File: config.mk
export PLATFORM = sky130hd
export DESIGN_NAME = asb_buffer
export DESIGN_NICKNAME = d
export VERILOG_FILES = /design/src/asb_pkg.sv /design/src/asb_buffer.sv
export SDC_FILE = /design/constraint.sdc
export NUM_CORES = 2
export LEC_CHECK = 0
export BUFFER_PORTS_ARGS = -buffer_cell sky130_fd_sc_hd__buf_2
export CAP_MARGIN = 20
export CORE_MARGIN = 8
export CORE_UTILIZATION = 62
export CTS_CLUSTER_SIZE = 8
export DETAILED_ROUTE_END_ITERATION = 10
export PLACE_DENSITY = 0.88
export SYNTH_ARGS = -nofsm -noshare
export SYNTH_HDL_FRONTEND = slang
export SYNTH_SLANG_ARGS = --single-unit
File: constraint.sdc
create_clock -name clock -period 52.2 [get_ports clock]
set_input_delay 10.44 -clock clock [delete_from_list [all_inputs] [get_ports clock]]
set_output_delay 10.44 -clock clock [all_outputs]
set_load 0.02 [all_outputs]
File: src/asb_pkg.sv
package asb_pkg;
  localparam int ADDR_W = 8;
  localparam int DATA_W = 8;
  localparam int AXES = 3;
  localparam int AXIS_W = 12;
  localparam int TRIM_W = 8;
  localparam int DEPTH = 32;
  localparam int PTR_W = 5;
  localparam int CNT_W = 6;
  localparam int SAMPLE_W = AXES * AXIS_W;
  localparam int EVT_W = 4;

  // register offsets
  localparam logic [ADDR_W-1:0] ADDR_TRIM_X = 8'h22;
  localparam logic [ADDR_W-1:0] ADDR_TRIM_Y = 8'h23;
  localparam logic [ADDR_W-1:0] ADDR_TRIM_Z = 8'h24;
  localparam logic [ADDR_W-1:0] ADDR_STORE_CFG = 8'h26;
  localparam logic [ADDR_W-1:0] ADDR_STORE_STATUS = 8'h2A;
  localparam logic [ADDR_W-1:0] ADDR_EVT_STATUS = 8'h2B;
  localparam logic [ADDR_W-1:0] ADDR_EVT_MASK = 8'h2C;

  // reset values
  localparam logic [TRIM_W-1:0] TRIM_RESET = 8'h00;
  localparam logic [DATA_W-1:0] CFG_RESET = 8'h00;
  localparam logic [EVT_W-1:0] EVT_RESET = 4'h0;
  localparam logic [EVT_W-1:0] MASK_RESET = 4'h0;

  // event status bit positions
  localparam int EVT_OVF = 0;
  localparam int EVT_WMRK = 1;
  localparam int EVT_GATE = 2;
  localparam int EVT_TRIG = 3;

  localparam logic [CNT_W-1:0] DEPTH_CNT = 6'h20;

  typedef enum logic [1:0] {
    ASB_MODE_OFF = 2'b00,
    ASB_MODE_STREAM = 2'b01,
    ASB_MODE_STOP = 2'b10,
    ASB_MODE_TRIG = 2'b11
  } asb_mode_t;

  typedef enum logic [1:0] {
    ASB_PH_ARMED = 2'b00,
    ASB_PH_POST = 2'b01,
    ASB_PH_DONE = 2'b10
  } asb_phase_t;

  // field order is bit 7 down to bit 0
  typedef struct packed {
    logic read_newest_first;
    asb_mode_t mode;
    logic gate;
    logic trigger_on_within_threshold;
    logic trigger_on_outside_threshold;
    logic spare;
    logic trigger_on_orientation;
  } asb_cfg_t;

  typedef struct packed {
    logic [AXES-1:0][AXIS_W-1:0] axis;
  } asb_sample_t;
endpackage

File: src/asb_buffer.sv
// Operation
// - each axis trim is an 8-bit two's complement value, -128 to 127
// - trim is applied as trim times two output LSBs
// - X, Y, Z trims sit at 22h, 23h, 24h, each for its own axis
// - read-order bit 0 returns oldest sample first; reset order
// - read-order bit 1 returns newest sample first
// - configuration writes refused while measuring or trigger pin function set
// - collection mode in bits 6:5; code 00 disables the buffer
// - stream mode: full buffer drops oldest entry, keeps latest 32
// - stop mode: full buffer drops every new sample until one is read out
// - trigger mode before trigger runs circular, keeping watermark count
// - after trigger store 32 minus watermark samples, set overflow, stop
// - flush or full readout clears overflow and re-arms trigger
// - trigger sources enabled by bits 3, 2 and 0
// - gate 0 flushes on power transition; gate 1 keeps data, flags drops
// - disable or flush empties buffer, clears overflow, watermark, count
`timescale 1ns/1ps
`default_nettype none
module asb_buffer
  import asb_pkg::*;
(
  // clock and reset
  input wire logic clock,
  input wire logic rst,
  // register port
  input wire logic [ADDR_W-1:0] reg_addr,
  input wire logic [DATA_W-1:0] reg_wdata,
  input wire logic reg_wr,
  input wire logic reg_rd,
  output logic [DATA_W-1:0] reg_rdata,
  // device state
  input wire logic measure_active,
  input wire logic second_pin_trigger_function,
  input wire logic [CNT_W-1:0] watermark_level,
  input wire logic flush_req,
  input wire logic power_transition,
  // trigger events
  input wire logic data_change_within,
  input wire logic data_change_outside,
  input wire logic orientation_change,
  // sample input
  input wire logic sample_valid,
  input wire asb_sample_t sample_raw,
  // buffer readout
  input wire logic pop,
  output logic pop_valid,
  output asb_sample_t pop_data,
  // flags
  output logic store_overflow_flag,
  output logic watermark_flag,
  output logic gate_error,
  output logic [CNT_W-1:0] sample_count,
  output logic irq
);

  typedef struct packed {
    logic [AXES-1:0][TRIM_W-1:0] trim;
    asb_cfg_t cfg;
    logic [EVT_W-1:0] evt;
    logic [EVT_W-1:0] mask;
    logic [DEPTH-1:0][SAMPLE_W-1:0] mem;
    logic [PTR_W-1:0] wp;
    logic [CNT_W-1:0] cnt;
    asb_phase_t phase;
    logic [CNT_W-1:0] post;
    logic ovf;
    logic gate_closed;
    logic gate_err;
    logic [DATA_W-1:0] rdata;
    logic [SAMPLE_W-1:0] pop_data;
    logic pop_valid;
  } asb_state_t;

  asb_state_t s;
  asb_state_t next_s;
  asb_sample_t corrected;

  // saturating add keeps a near-full-scale reading from wrapping sign
  function automatic logic [AXIS_W-1:0] apply_trim(input logic [AXIS_W-1:0] raw,
                                                   input logic [TRIM_W-1:0] trim);
    logic [AXIS_W:0] sum;
    sum = {raw[AXIS_W-1], raw} + {{(AXIS_W-TRIM_W){trim[TRIM_W-1]}}, trim, 1'b0};
    if (sum[AXIS_W] != sum[AXIS_W-1]) begin
      apply_trim = sum[AXIS_W] ? {1'b1, {(AXIS_W-1){1'b0}}} : {1'b0, {(AXIS_W-1){1'b1}}};
    end else begin
      apply_trim = sum[AXIS_W-1:0];
    end
  endfunction

  genvar g;
  generate
    for (g = 0; g < AXES; g++) begin : gen_axis
      assign corrected.axis[g] = apply_trim(sample_raw.axis[g], s.trim[g]);
    end
  endgenerate

  logic [CNT_W-1:0] pre_cap;
  logic [CNT_W-1:0] post_limit;
  logic trig_hit;
  logic wmrk_now;

  // watermark above depth behaves as a full-depth history
  assign pre_cap = (watermark_level > DEPTH_CNT) ? DEPTH_CNT : watermark_level;
  assign post_limit = DEPTH_CNT - pre_cap;
  assign trig_hit = (data_change_within & s.cfg.trigger_on_within_threshold) |
                    (data_change_outside & s.cfg.trigger_on_outside_threshold) |
                    (orientation_change & s.cfg.trigger_on_orientation);
  assign wmrk_now = (watermark_level != 6'h00) && (s.cnt >= watermark_level);

  always_comb begin
    logic flush;
    logic readout_all;
    logic write;
    logic dropped;
    logic fired;
    logic cfg_open;
    logic [PTR_W-1:0] idx;
    logic [EVT_W-1:0] set;
    logic [EVT_W-1:0] clr;
    flush = 1'b0;
    readout_all = 1'b0;
    write = 1'b0;
    dropped = 1'b0;
    fired = 1'b0;
    cfg_open = 1'b0;
    idx = 5'h00;
    set = 4'h0;
    clr = 4'h0;
    next_s = s;
    next_s.pop_valid = 1'b0;
    next_s.rdata = 8'h00;

    // register writes
    cfg_open = !measure_active && !second_pin_trigger_function;
    if (reg_wr) begin
      unique case (reg_addr)
        ADDR_TRIM_X: next_s.trim[0] = reg_wdata;
        ADDR_TRIM_Y: next_s.trim[1] = reg_wdata;
        ADDR_TRIM_Z: next_s.trim[2] = reg_wdata;
        ADDR_STORE_CFG: begin
          if (cfg_open) begin
            next_s.cfg = asb_cfg_t'(reg_wdata);
          end
        end
        ADDR_EVT_STATUS: clr = reg_wdata[EVT_W-1:0];
        ADDR_EVT_MASK: next_s.mask = reg_wdata[EVT_W-1:0];
        default: ;
      endcase
    end

    // register reads, data stand one cycle later
    if (reg_rd) begin
      unique case (reg_addr)
        ADDR_TRIM_X: next_s.rdata = s.trim[0];
        ADDR_TRIM_Y: next_s.rdata = s.trim[1];
        ADDR_TRIM_Z: next_s.rdata = s.trim[2];
        ADDR_STORE_CFG: next_s.rdata = s.cfg;
        ADDR_STORE_STATUS: next_s.rdata = {s.ovf, wmrk_now, s.cnt};
        ADDR_EVT_STATUS: next_s.rdata = {4'h0, s.evt};
        ADDR_EVT_MASK: next_s.rdata = {4'h0, s.mask};
        default: next_s.rdata = 8'h00;
      endcase
    end

    flush = flush_req || (s.cfg.mode == ASB_MODE_OFF) ||
            (power_transition && !s.cfg.gate);

    // readout; a pop in the same cycle as a sample is served first
    if (pop && s.cnt != 6'h00 && !flush) begin
      if (s.cfg.read_newest_first) begin
        idx = s.wp - 5'h01;
        next_s.wp = idx;
      end else begin
        idx = s.wp - s.cnt[PTR_W-1:0];
      end
      next_s.pop_data = s.mem[idx];
      next_s.pop_valid = 1'b1;
      next_s.cnt = s.cnt - 6'h01;
      readout_all = (next_s.cnt == 6'h00);
    end

    if (flush || readout_all) begin
      next_s.ovf = 1'b0;
      next_s.phase = ASB_PH_ARMED;
      next_s.post = 6'h00;
      next_s.gate_closed = 1'b0;
      next_s.gate_err = 1'b0;
    end
    if (flush) begin
      next_s.cnt = 6'h00;
      next_s.wp = 5'h00;
    end

    // a gated transition only holds back data that is actually stored
    if (power_transition && s.cfg.gate && !flush && next_s.cnt != 6'h00) begin
      next_s.gate_closed = 1'b1;
    end

    if (!flush && s.cfg.mode == ASB_MODE_TRIG && next_s.phase == ASB_PH_ARMED && trig_hit) begin
      fired = 1'b1;
      next_s.phase = (post_limit == 6'h00) ? ASB_PH_DONE : ASB_PH_POST;
      next_s.post = 6'h00;
      if (post_limit == 6'h00) begin
        next_s.ovf = 1'b1;
      end
    end

    if (sample_valid && !flush) begin
      if (next_s.gate_closed) begin
        dropped = 1'b1;
        next_s.gate_err = 1'b1;
      end else begin
        unique case (s.cfg.mode)
          ASB_MODE_STREAM: begin
            write = 1'b1;
            if (next_s.cnt == DEPTH_CNT) begin
              next_s.ovf = 1'b1;
            end else begin
              next_s.cnt = next_s.cnt + 6'h01;
            end
          end
          ASB_MODE_STOP: begin
            if (next_s.cnt == DEPTH_CNT) begin
              next_s.ovf = 1'b1;
            end else begin
              write = 1'b1;
              next_s.cnt = next_s.cnt + 6'h01;
            end
          end
          ASB_MODE_TRIG: begin
            unique case (next_s.phase)
              ASB_PH_ARMED: begin
                write = 1'b1;
                if (next_s.cnt < pre_cap) begin
                  next_s.cnt = next_s.cnt + 6'h01;
                end
              end
              ASB_PH_POST: begin
                write = 1'b1;
                if (next_s.cnt != DEPTH_CNT) begin
                  next_s.cnt = next_s.cnt + 6'h01;
                end
                next_s.post = next_s.post + 6'h01;
                if (next_s.post >= post_limit) begin
                  next_s.phase = ASB_PH_DONE;
                  next_s.ovf = 1'b1;
                end
              end
              default: ;
            endcase
          end
          default: ;
        endcase
      end
    end

    if (write) begin
      next_s.mem[next_s.wp] = corrected;
      next_s.wp = next_s.wp + 5'h01;
    end

    // set wins over a clear in the same cycle
    set[EVT_OVF] = next_s.ovf && !s.ovf;
    set[EVT_WMRK] = (watermark_level != 6'h00) && (next_s.cnt >= watermark_level) && !wmrk_now;
    set[EVT_GATE] = dropped;
    set[EVT_TRIG] = fired;
    next_s.evt = (s.evt & ~clr) | set;
  end

  always_ff @(posedge clock or posedge rst) begin
    if (rst) begin
      s <= '0;
      s.trim <= {AXES{TRIM_RESET}};
      s.cfg <= asb_cfg_t'(CFG_RESET);
      s.evt <= EVT_RESET;
      s.mask <= MASK_RESET;
      s.phase <= ASB_PH_ARMED;
    end else begin
      s <= next_s;
    end
  end

  assign reg_rdata = s.rdata;
  assign pop_valid = s.pop_valid;
  assign pop_data = asb_sample_t'(s.pop_data);
  assign store_overflow_flag = s.ovf;
  assign watermark_flag = wmrk_now;
  assign gate_error = s.gate_err;
  assign sample_count = s.cnt;
  assign irq = |(s.evt & s.mask);

  AST_TRIM_HELD: assert property (@(posedge clock) disable iff (rst)
    (reg_wr && reg_addr == ADDR_TRIM_Y) |=> (s.trim[1] == $past(reg_wdata)) && $stable(s.trim[0]))
    else $error("y trim not taken from write");

  AST_TRIM_SCALE: assert property (@(posedge clock) disable iff (rst)
    (sample_raw.axis[0][11:10] == 2'b00) |->
      ($signed(corrected.axis[0]) == $signed(sample_raw.axis[0]) + 2 * $signed(s.trim[0])))
    else $error("x offset not twice the trim");

  AST_FIFO_OLDEST: assert property (@(posedge clock) disable iff (rst)
    (pop && s.cnt != 6'h00 && !s.cfg.read_newest_first && !flush_req && s.cfg.mode != ASB_MODE_OFF &&
     !power_transition) |=> pop_valid && (s.pop_data == $past(s.mem[s.wp - s.cnt[PTR_W-1:0]])))
    else $error("fifo read did not return oldest");

  AST_LIFO_NEWEST: assert property (@(posedge clock) disable iff (rst)
    (pop && s.cnt != 6'h00 && s.cfg.read_newest_first && !flush_req && s.cfg.mode != ASB_MODE_OFF &&
     !power_transition) |=> pop_valid && (s.pop_data == $past(s.mem[s.wp - 5'h01])))
    else $error("lifo read did not return newest");

  AST_CFG_LOCKED: assert property (@(posedge clock) disable iff (rst)
    (reg_wr && reg_addr == ADDR_STORE_CFG && (measure_active || second_pin_trigger_function))
      |=> $stable(s.cfg))
    else $error("config changed while locked");

  AST_OFF_EMPTY: assert property (@(posedge clock) disable iff (rst)
    (s.cfg.mode == ASB_MODE_OFF || flush_req) |=> (s.cnt == 6'h00) && !s.ovf && !watermark_flag)
    else $error("disabled or flushed buffer not empty");

  AST_STREAM_KEEP: assert property (@(posedge clock) disable iff (rst)
    (s.cfg.mode == ASB_MODE_STREAM && s.cnt == DEPTH_CNT && sample_valid && !pop && !flush_req &&
     !power_transition && !s.gate_closed) |=> (s.cnt == DEPTH_CNT) && s.ovf && (s.wp == $past(s.wp) + 5'h01))
    else $error("stream mode did not replace oldest");

  AST_STOP_DROP: assert property (@(posedge clock) disable iff (rst)
    (s.cfg.mode == ASB_MODE_STOP && s.cnt == DEPTH_CNT && !pop && !flush_req && !power_transition)
      |=> $stable(s.wp) && $stable(s.mem) && (s.cnt == DEPTH_CNT))
    else $error("stop mode stored into full buffer");

  // a trigger beside a sample makes that sample post-trigger, so it is left out here
  AST_PRE_HISTORY: assert property (@(posedge clock) disable iff (rst)
    (s.cfg.mode == ASB_MODE_TRIG && s.phase == ASB_PH_ARMED && s.cnt <= pre_cap && !trig_hit)
      |=> (s.cnt <= $past(pre_cap)))
    else $error("pre-trigger history beyond watermark");

  AST_POST_STOP: assert property (@(posedge clock) disable iff (rst)
    (s.phase == ASB_PH_DONE) |-> s.ovf && (s.post <= post_limit))
    else $error("trigger collection stopped without overflow");

  AST_REARM: assert property (@(posedge clock) disable iff (rst)
    (pop && s.cnt == 6'h01 && s.cfg.mode == ASB_MODE_TRIG && !trig_hit)
      |=> !s.ovf && (s.phase == ASB_PH_ARMED))
    else $error("readout did not re-arm trigger");

  AST_GATE_DROP: assert property (@(posedge clock) disable iff (rst)
    (s.gate_closed && sample_valid && !flush_req && s.cfg.mode != ASB_MODE_OFF && !pop && !power_transition)
      |=> s.gate_err && $stable(s.wp) && s.evt[EVT_GATE])
    else $error("gated sample not flagged");

  AST_TRIG_SOURCE: assert property (@(posedge clock) disable iff (rst)
    (s.cfg.mode == ASB_MODE_TRIG && s.phase == ASB_PH_ARMED && data_change_outside &&
     s.cfg.trigger_on_outside_threshold && !flush_req && !power_transition)
      |=> (s.phase != ASB_PH_ARMED) && s.evt[EVT_TRIG])
    else $error("enabled outside-threshold event did not trigger");

  AST_TRIG_IDLE: assert property (@(posedge clock) disable iff (rst)
    (s.phase == ASB_PH_ARMED && !s.cfg.trigger_on_within_threshold && !s.cfg.trigger_on_outside_threshold &&
     !s.cfg.trigger_on_orientation) |=> (s.phase == ASB_PH_ARMED))
    else $error("trigger fired with every source disabled");

  // a closed gate must keep exactly what it held
  AST_GATE_CLOSE: assert property (@(posedge clock) disable iff (rst)
    (power_transition && s.cfg.gate && s.cfg.mode != ASB_MODE_OFF && !flush_req && !pop && s.cnt != 6'h00)
      |=> s.gate_closed && (s.cnt == $past(s.cnt)))
    else $error("gated transition did not hold the buffer");

  AST_GATE_FLUSH: assert property (@(posedge clock) disable iff (rst)
    (power_transition && !s.cfg.gate) |=> (s.cnt == 6'h00) && !s.ovf && !s.gate_err)
    else $error("ungated transition did not flush");

  AST_READOUT_OPEN: assert property (@(posedge clock) disable iff (rst)
    (pop && s.cnt == 6'h01)
      |=> !s.gate_err && !s.gate_closed)
    else $error("full readout left the gate closed");

endmodule
`default_nettype wire

Word level (Yosys, flattened, before mapping)
Index checks and enable logic that the tools add are counted.
{ "word_totals": {"reg_bits": 1259, "input_bits": 71, "output_inout_bits": 55, "word_cells": 190} }
{ "op_classes": {"n_addsub": 10, "order_cmp": 8, "eq_ne": 16, "muxes": 52, "bitwise": 9, "n_reduce_logical": 41} }
{ "op_table": {"columns": ["op", "n"], "rows": [
  ["$bwmux W1152", 1],
  ["$bmux W36 S5", 1],
  ["$demux W36 S5", 1],
  ["$mux W12", 6],
  ["$mux W36", 2],
  ["$eq A8 B6 Y1 const B", 7],
  ["$pmux W8 S7", 1],
  ["$add A12 B9 Y13", 3],
  ["$mux W11", 3],
  ["$mux W15", 2],
  ["$mux W6", 4],
  ["$pmux W6 S2", 2],
  ["$mux W5", 4],
  ["$ge A6 B6 Y1", 3],
  ["$mux W9", 2],
  ["$reduce_bool A6 Y1", 3],
  ["$logic_and A1 B1 Y1", 16],
  ["$mux W8", 2],
  ["$mux W1", 15],
  ["$add A6 B1 Y6 const B", 2],
  ["$logic_not A6 Y1", 2],
  ["$lt A5 B6 Y1 const B", 2],
  ["$and A4 B4 Y4", 2],
  ["$mux W4", 2],
  ["other kinds (27)", 48]
]} }

Longest topological paths before layout
{ "logic_depth": {"ltp_word": 23, "mapped_depth": 26, "depth_no_buf": 23} }

Worst setup path before layout
Ideal clock, no wire load.
{ "synth_path": {"kind": "input port to output port", "startpoint": "input watermark_level[0]", "endpoint": "output watermark_flag", "arrival_time_ps": 11667, "t_required_ps": 41760, "slack_ps": 30093, "path_stages": 8, "path_buffers": 0, "path_cell_list": "ha_1 > nand2b_1 > a21o_1 > a21o_1 > a21oi_1 > o21bai_1 > a21oi_1 > nor2_1"} }
{ "synth_via": {"elab_chain_cells": 2, "elab_cells_between_ends": 3, "cone_classes": "1 x order compare; 2 x reduce/logical"} }
{ "synth_lines": {"columns": ["element", "line_no", "rtl"], "rows": [
  ["start, declared", "asb_buffer.sv:34", "input wire logic [CNT_W-1:0] watermark_level,"],
  ["$ge A6 B6 Y1 / $reduce_bool A6 Y1 (equally long branches)", "asb_buffer.sv:108", "assign wmrk_now = (watermark_level != 6'h00) && (s.cnt >= watermark_level);"],
  ["$logic_and A1 B1 Y1 (*)", "asb_buffer.sv:108", null],
  ["end, declared", "asb_buffer.sv:50", "output logic watermark_flag,"]
]} }
Every way passes the cells marked *; elsewhere a longest branch is shown, timed or not.

Final worst setup path
Ends and elaborated chain as after synthesis.

==> run summary <==
The number of antenna violations at the first check in global routing was 3. After synthesis, the mean cell area works out to 13.4 µm². For this run, design rule violations remaining after detail routing come to 0. For the final count of pins violating max slew, the log shows 0.

Setup violations remaining at the end of the flow were counted as 0. Among all flip-flop cells after synthesis, the most frequent one is sky130_fd_sc_hd__dfrtp_1. The die is 338 µm wide. The die covers 0.114 mm². The area overhead of the layout relative to synthesis is 9.54%, and the top-level port count is 126. The tools report the via count of the first global-routing pass as 42,750.

The end of the worst register-to-register path was s[1224]. The clock net in this run drives a total of 1,259 sinks. Clock-pin slew was measured on the worst setup and hold paths at 50 ps. The finished layout holds 6,173 standard cells, fillers aside. The average wire per cell in the routed design is 26.9 µm. For this design the total switching power over the nets is 0.509 mW. After clock tree synthesis, the flow added hold-fix buffers numbering 0. The logs give 469 ps for the worst-case hold slack and 0 for the number of cells upsized or downsized after cts. The port buffer count is 125. TritonCTS built the clock tree. For this block, the routed nets add up to 166,000 µm of wire.

The logs give 35.8 ps for the final worst clock skew and 28.0% for the global router's overall resource usage. The run finished with clean final reports. In this run the vertical extent of the chip is 338 µm. The worst relative slew slack was 17.9%.

The ratio of routed vias to standard cells was 6.54. TritonCTS created 175 clock buffers. The run gives 4 as the H-tree depth reported by CTS. The worst path needs 22,500 ps of the cycle, external delays included. The number of distinct library cells after synthesis is 94. The post-synthesis async set-or-reset flop share is 100%, and the starting density of the core is 62.3%. Timing analysis after detailed placement gives a worst setup slack of 29,710 ps. The startpoint of the worst hold path was pop_data[7]. The number of failing hold endpoints at the final stage is 0. Path type of the worst min-delay path: register to register. The cell count after synthesis came out at 4,794. Slew at the pin closest to its max-slew limit: 1230 ps. Max-cap violations in this run came to 0. The setup check on the worst reg-to-reg path leaves a slack of 45,360 ps. For this block, the via count after detailed routing is 40,391.

The sequential cell fraction of total power was 46.2%; the clock network fraction of design power was 47.1%. For this run, the number of Yosys warnings is 0. Counting flops with a built-in enable in the synthesized netlist gives 0. Summed over all failing endpoints, the final setup total negative slack is 0 ps. The first detailed-routing pass ran for 7 iterations. After synthesis, the cell types taking the most area are sky130_fd_sc_hd__dfrtp_1 49%, sky130_fd_sc_hd__mux2_2 19%, sky130_fd_sc_hd__mux2i_1 18%. Layout cell share with drive strength beyond 1: 34.8%. The master cell of the clock root buffer was sky130_fd_sc_hd__clkbuf_16.

The final core utilization was 68.3%; the setup slack of the critical path after layout was 29,700 ps. The floorplan has 118 rows. In this run the deepest clock path goes through 3 buffers.

Entering global routing, the biggest net connects 184 pins. The run gives 4,926 as the number of nets in the final layout. After legalization and detailed placement, the total HPWL measured 85,900 µm. Setup repair after global routing left no endpoint under its margin. The clock reaches the later pin of the worst-skew pair after 770 ps.

Once the clock tree was built, the setup fixing pass inserted 0 buffers. Following the worst setup path forward leads to its endpoint at watermark_flag. For the worst setup path, the data required time is 41,760 ps. Power spread over the standard cell area amounts to 30.3 mW/mm². Synthesis produced a netlist with a net count of 4,944. The portion of synthesized cell area occupied by the leading cell type came out at 49.0%. The worst setup path is launched from an input port. STA classifies the critical path endpoint as a primary output. In this run, the number of DRC markers left after iteration 0 of detailed routing was 3,347. Data on the critical path arrives at its endpoint at 12,060 ps. The mapped netlist covers 0.0643 mm².

The reg-to-reg startpoint is sample_count[0]. Final critical-path share of the clock period: 43.1%. The first global-routing pass estimated 253,000 µm of wire. In this run, placement finished with an instance count of 5,958. Cell internal power was estimated by the tool at 1.62 mW. The launching element of the worst setup path is watermark_level[0]. The maximum clock frequency is 0.0444 GHz. Across the VDD grid, the largest voltage drop is 0.0295 mV.

The static leakage was 34.2 nW. The length in cells of the worst reg-to-reg path was 23; the switching power share of the total was 23.9%. The run gives 0 as the count of nets left with antenna violations after detail routing. In this run the worst path has a maximum fanout of 5. The worst setup path is of the input port to primary output kind. The region available for standard cell placement spans 0.103 mm².

Combinational logic burns 6.7% of the power. The largest total area in the synthesized netlist belongs to sky130_fd_sc_hd__dfrtp_1. Counting flops and latches in the post-synthesis netlist gives 1,259. Summing the sequential cell areas from Yosys gives 49.0% of the chip area. After global routing the overflow that remains totals 0. Routability-driven placement finished with a final weighted congestion of 0.924.
Yosys cell counts (13+ instances only):
cell type,instances
sky130_fd_sc_hd__mux2i_1,1132
sky130_fd_sc_hd__a21oi_1,42
sky130_fd_sc_hd__clkbuf_1,175
sky130_fd_sc_hd__nor2_1,54
sky130_fd_sc_hd__xor2_1,15
sky130_fd_sc_hd__mux2_4,120
sky130_fd_sc_hd__nand2_2,20
sky130_fd_sc_hd__buf_1,76
sky130_fd_sc_hd__xnor2_1,28
sky130_fd_sc_hd__nor3_1,22
sky130_fd_sc_hd__ha_1,75
sky130_fd_sc_hd__buf_4,56
sky130_fd_sc_hd__mux2_2,1064
sky130_fd_sc_hd__nor2b_1,13
sky130_fd_sc_hd__o21a_1,15
sky130_fd_sc_hd__nand2b_1,20
sky130_fd_sc_hd__dfrtp_1,1259
sky130_fd_sc_hd__nand2_1,102
sky130_fd_sc_hd__o21ai_0,74
sky130_fd_sc_hd__a21o_1,21
sky130_fd_sc_hd__nand3_1,16
sky130_fd_sc_hd__inv_1,52
sky130_fd_sc_hd__buf_2,84
kinds of logic after synthesis:
logic type      count (synthesis)  synth area share [%]
compound gates                295                  3.28
xor+xnor                       43                 0.585
fa+ha+maj                      82                  1.63
buf+inv                       459                  3.51
flops                        1259                  49.0
mux                          2326                  39.2
simple gates                  330                  2.81
through the flow:
stage	total power, mW	instance area (µm²)
final	2.13	70500
after floorplan	1.09	64300
after global routing	2.19	70500
after global placement	1.13	65400
after detailed placement	1.13	65400
after CTS	2.13	70000
worst max-delay path, cell delays in order:
cell and delay [ps]:
sky130_fd_sc_hd__buf_2 130, sky130_fd_sc_hd__ha_1 280, sky130_fd_sc_hd__nand2b_1 140, sky130_fd_sc_hd__a21o_1 170, sky130_fd_sc_hd__a21o_1 190, sky130_fd_sc_hd__a21oi_1 200, sky130_fd_sc_hd__o21bai_1 90, sky130_fd_sc_hd__a21oi_1 200
sky130_fd_sc_hd__nor2_1 70, sky130_fd_sc_hd__buf_2 160
power by group through the flow:
stage | registers, mW | clock network, mW | logic (mW)
final | 0.985 | 1.00 | 0.142
after global routing | 0.985 | 1.05 | 0.154
after CTS | 0.985 | 1.01 | 0.131
after detailed placement | 1.00 | 0 | 0.130
after global placement | 1.00 | 0 | 0.127
after floorplan | 1.00 | 0 | 0.0920
per-layer routing:
metal / global-route usage (%) / vias up / routed length (µm)
met5: 0 / - / 0
met4: 11.6 / 0 / 6640
met3: 4.44 / 406 / 9890
met2: 46.3 / 1452 / 80400
met1: 37.0 / 21283 / 69300
li1: - / 17250 / -
worst min path at each step:
stage	endpoint	slack, ps	cells past startpoint
final	pop_data[7]	470	2
after CTS	pop_data[7]	480	2
after detailed placement	pop_data[7]	470	2
after floorplan	pop_data[0]	450	2
after global placement	gate_error	460	2
after global routing	pop_data[7]	500	2
layout by cell type, fill, tap and decap left out, types with 6 or more instances in the layout:
cell type	netlist	routed
sky130_fd_sc_hd__dfrtp_1	1259	1259
sky130_fd_sc_hd__mux2i_1	1132	1131
sky130_fd_sc_hd__mux2_2	1064	1064
sky130_fd_sc_hd__clkbuf_16	0	183
sky130_fd_sc_hd__buf_2	84	125
sky130_fd_sc_hd__mux2_4	120	120
sky130_fd_sc_hd__nand2_1	102	101
sky130_fd_sc_hd__ha_1	75	75
sky130_fd_sc_hd__o21ai_0	74	65
sky130_fd_sc_hd__buf_4	56	61
sky130_fd_sc_hd__nor2_1	54	54
sky130_fd_sc_hd__inv_1	52	51
sky130_fd_sc_hd__a21oi_1	42	40
sky130_fd_sc_hd__xnor2_1	28	28
sky130_fd_sc_hd__nor3_1	22	22
sky130_fd_sc_hd__a21o_1	21	21
sky130_fd_sc_hd__nand2b_1	20	20
sky130_fd_sc_hd__nand3_1	16	16
sky130_fd_sc_hd__o21a_1	15	15
sky130_fd_sc_hd__xor2_1	15	14
sky130_fd_sc_hd__nor2b_1	13	13
sky130_fd_sc_hd__and3_1	12	12
sky130_fd_sc_hd__o21ai_2	3	12
sky130_fd_sc_hd__nand2_2	20	12
sky130_fd_sc_hd__o211ai_1	11	11
sky130_fd_sc_hd__or3_1	11	11
sky130_fd_sc_hd__a31oi_1	11	10
sky130_fd_sc_hd__mux2_1	10	10
sky130_fd_sc_hd__a32o_1	9	9
sky130_fd_sc_hd__nand2_4	0	9
sky130_fd_sc_hd__a222oi_1	8	8
sky130_fd_sc_hd__nor2_4	1	8
sky130_fd_sc_hd__a211o_1	7	7
sky130_fd_sc_hd__a211oi_1	8	7
sky130_fd_sc_hd__buf_8	0	7
sky130_fd_sc_hd__buf_16	0	7
sky130_fd_sc_hd__and2_1	6	6
sky130_fd_sc_hd__nor4_1	6	6
sky130_fd_sc_hd__buf_12	12	6
sequential cells by signal (all words and copies together) (netlist names):
| signal | cells |
|---|---|
| gate_error | 1 |
| pop_data | 36 |
| pop_valid | 1 |
| reg_rdata | 8 |
| s | 1206 |
| sample_count | 6 |
| store_overflow_flag | 1 |
final cells by class:
cell class	count	area [µm²]
Fill cell	6821	32700
Sequential cell	1259	31500
Multi-Input combinational cell	3076	30800
Clock buffer	181	4490
Tap cell	1380	1730
Timing Repair Buffer	212	1620
Inverter	52	203
Clock inverter	10	161
Antenna cell	3	7.51
(Power assumes the default switching activity.)
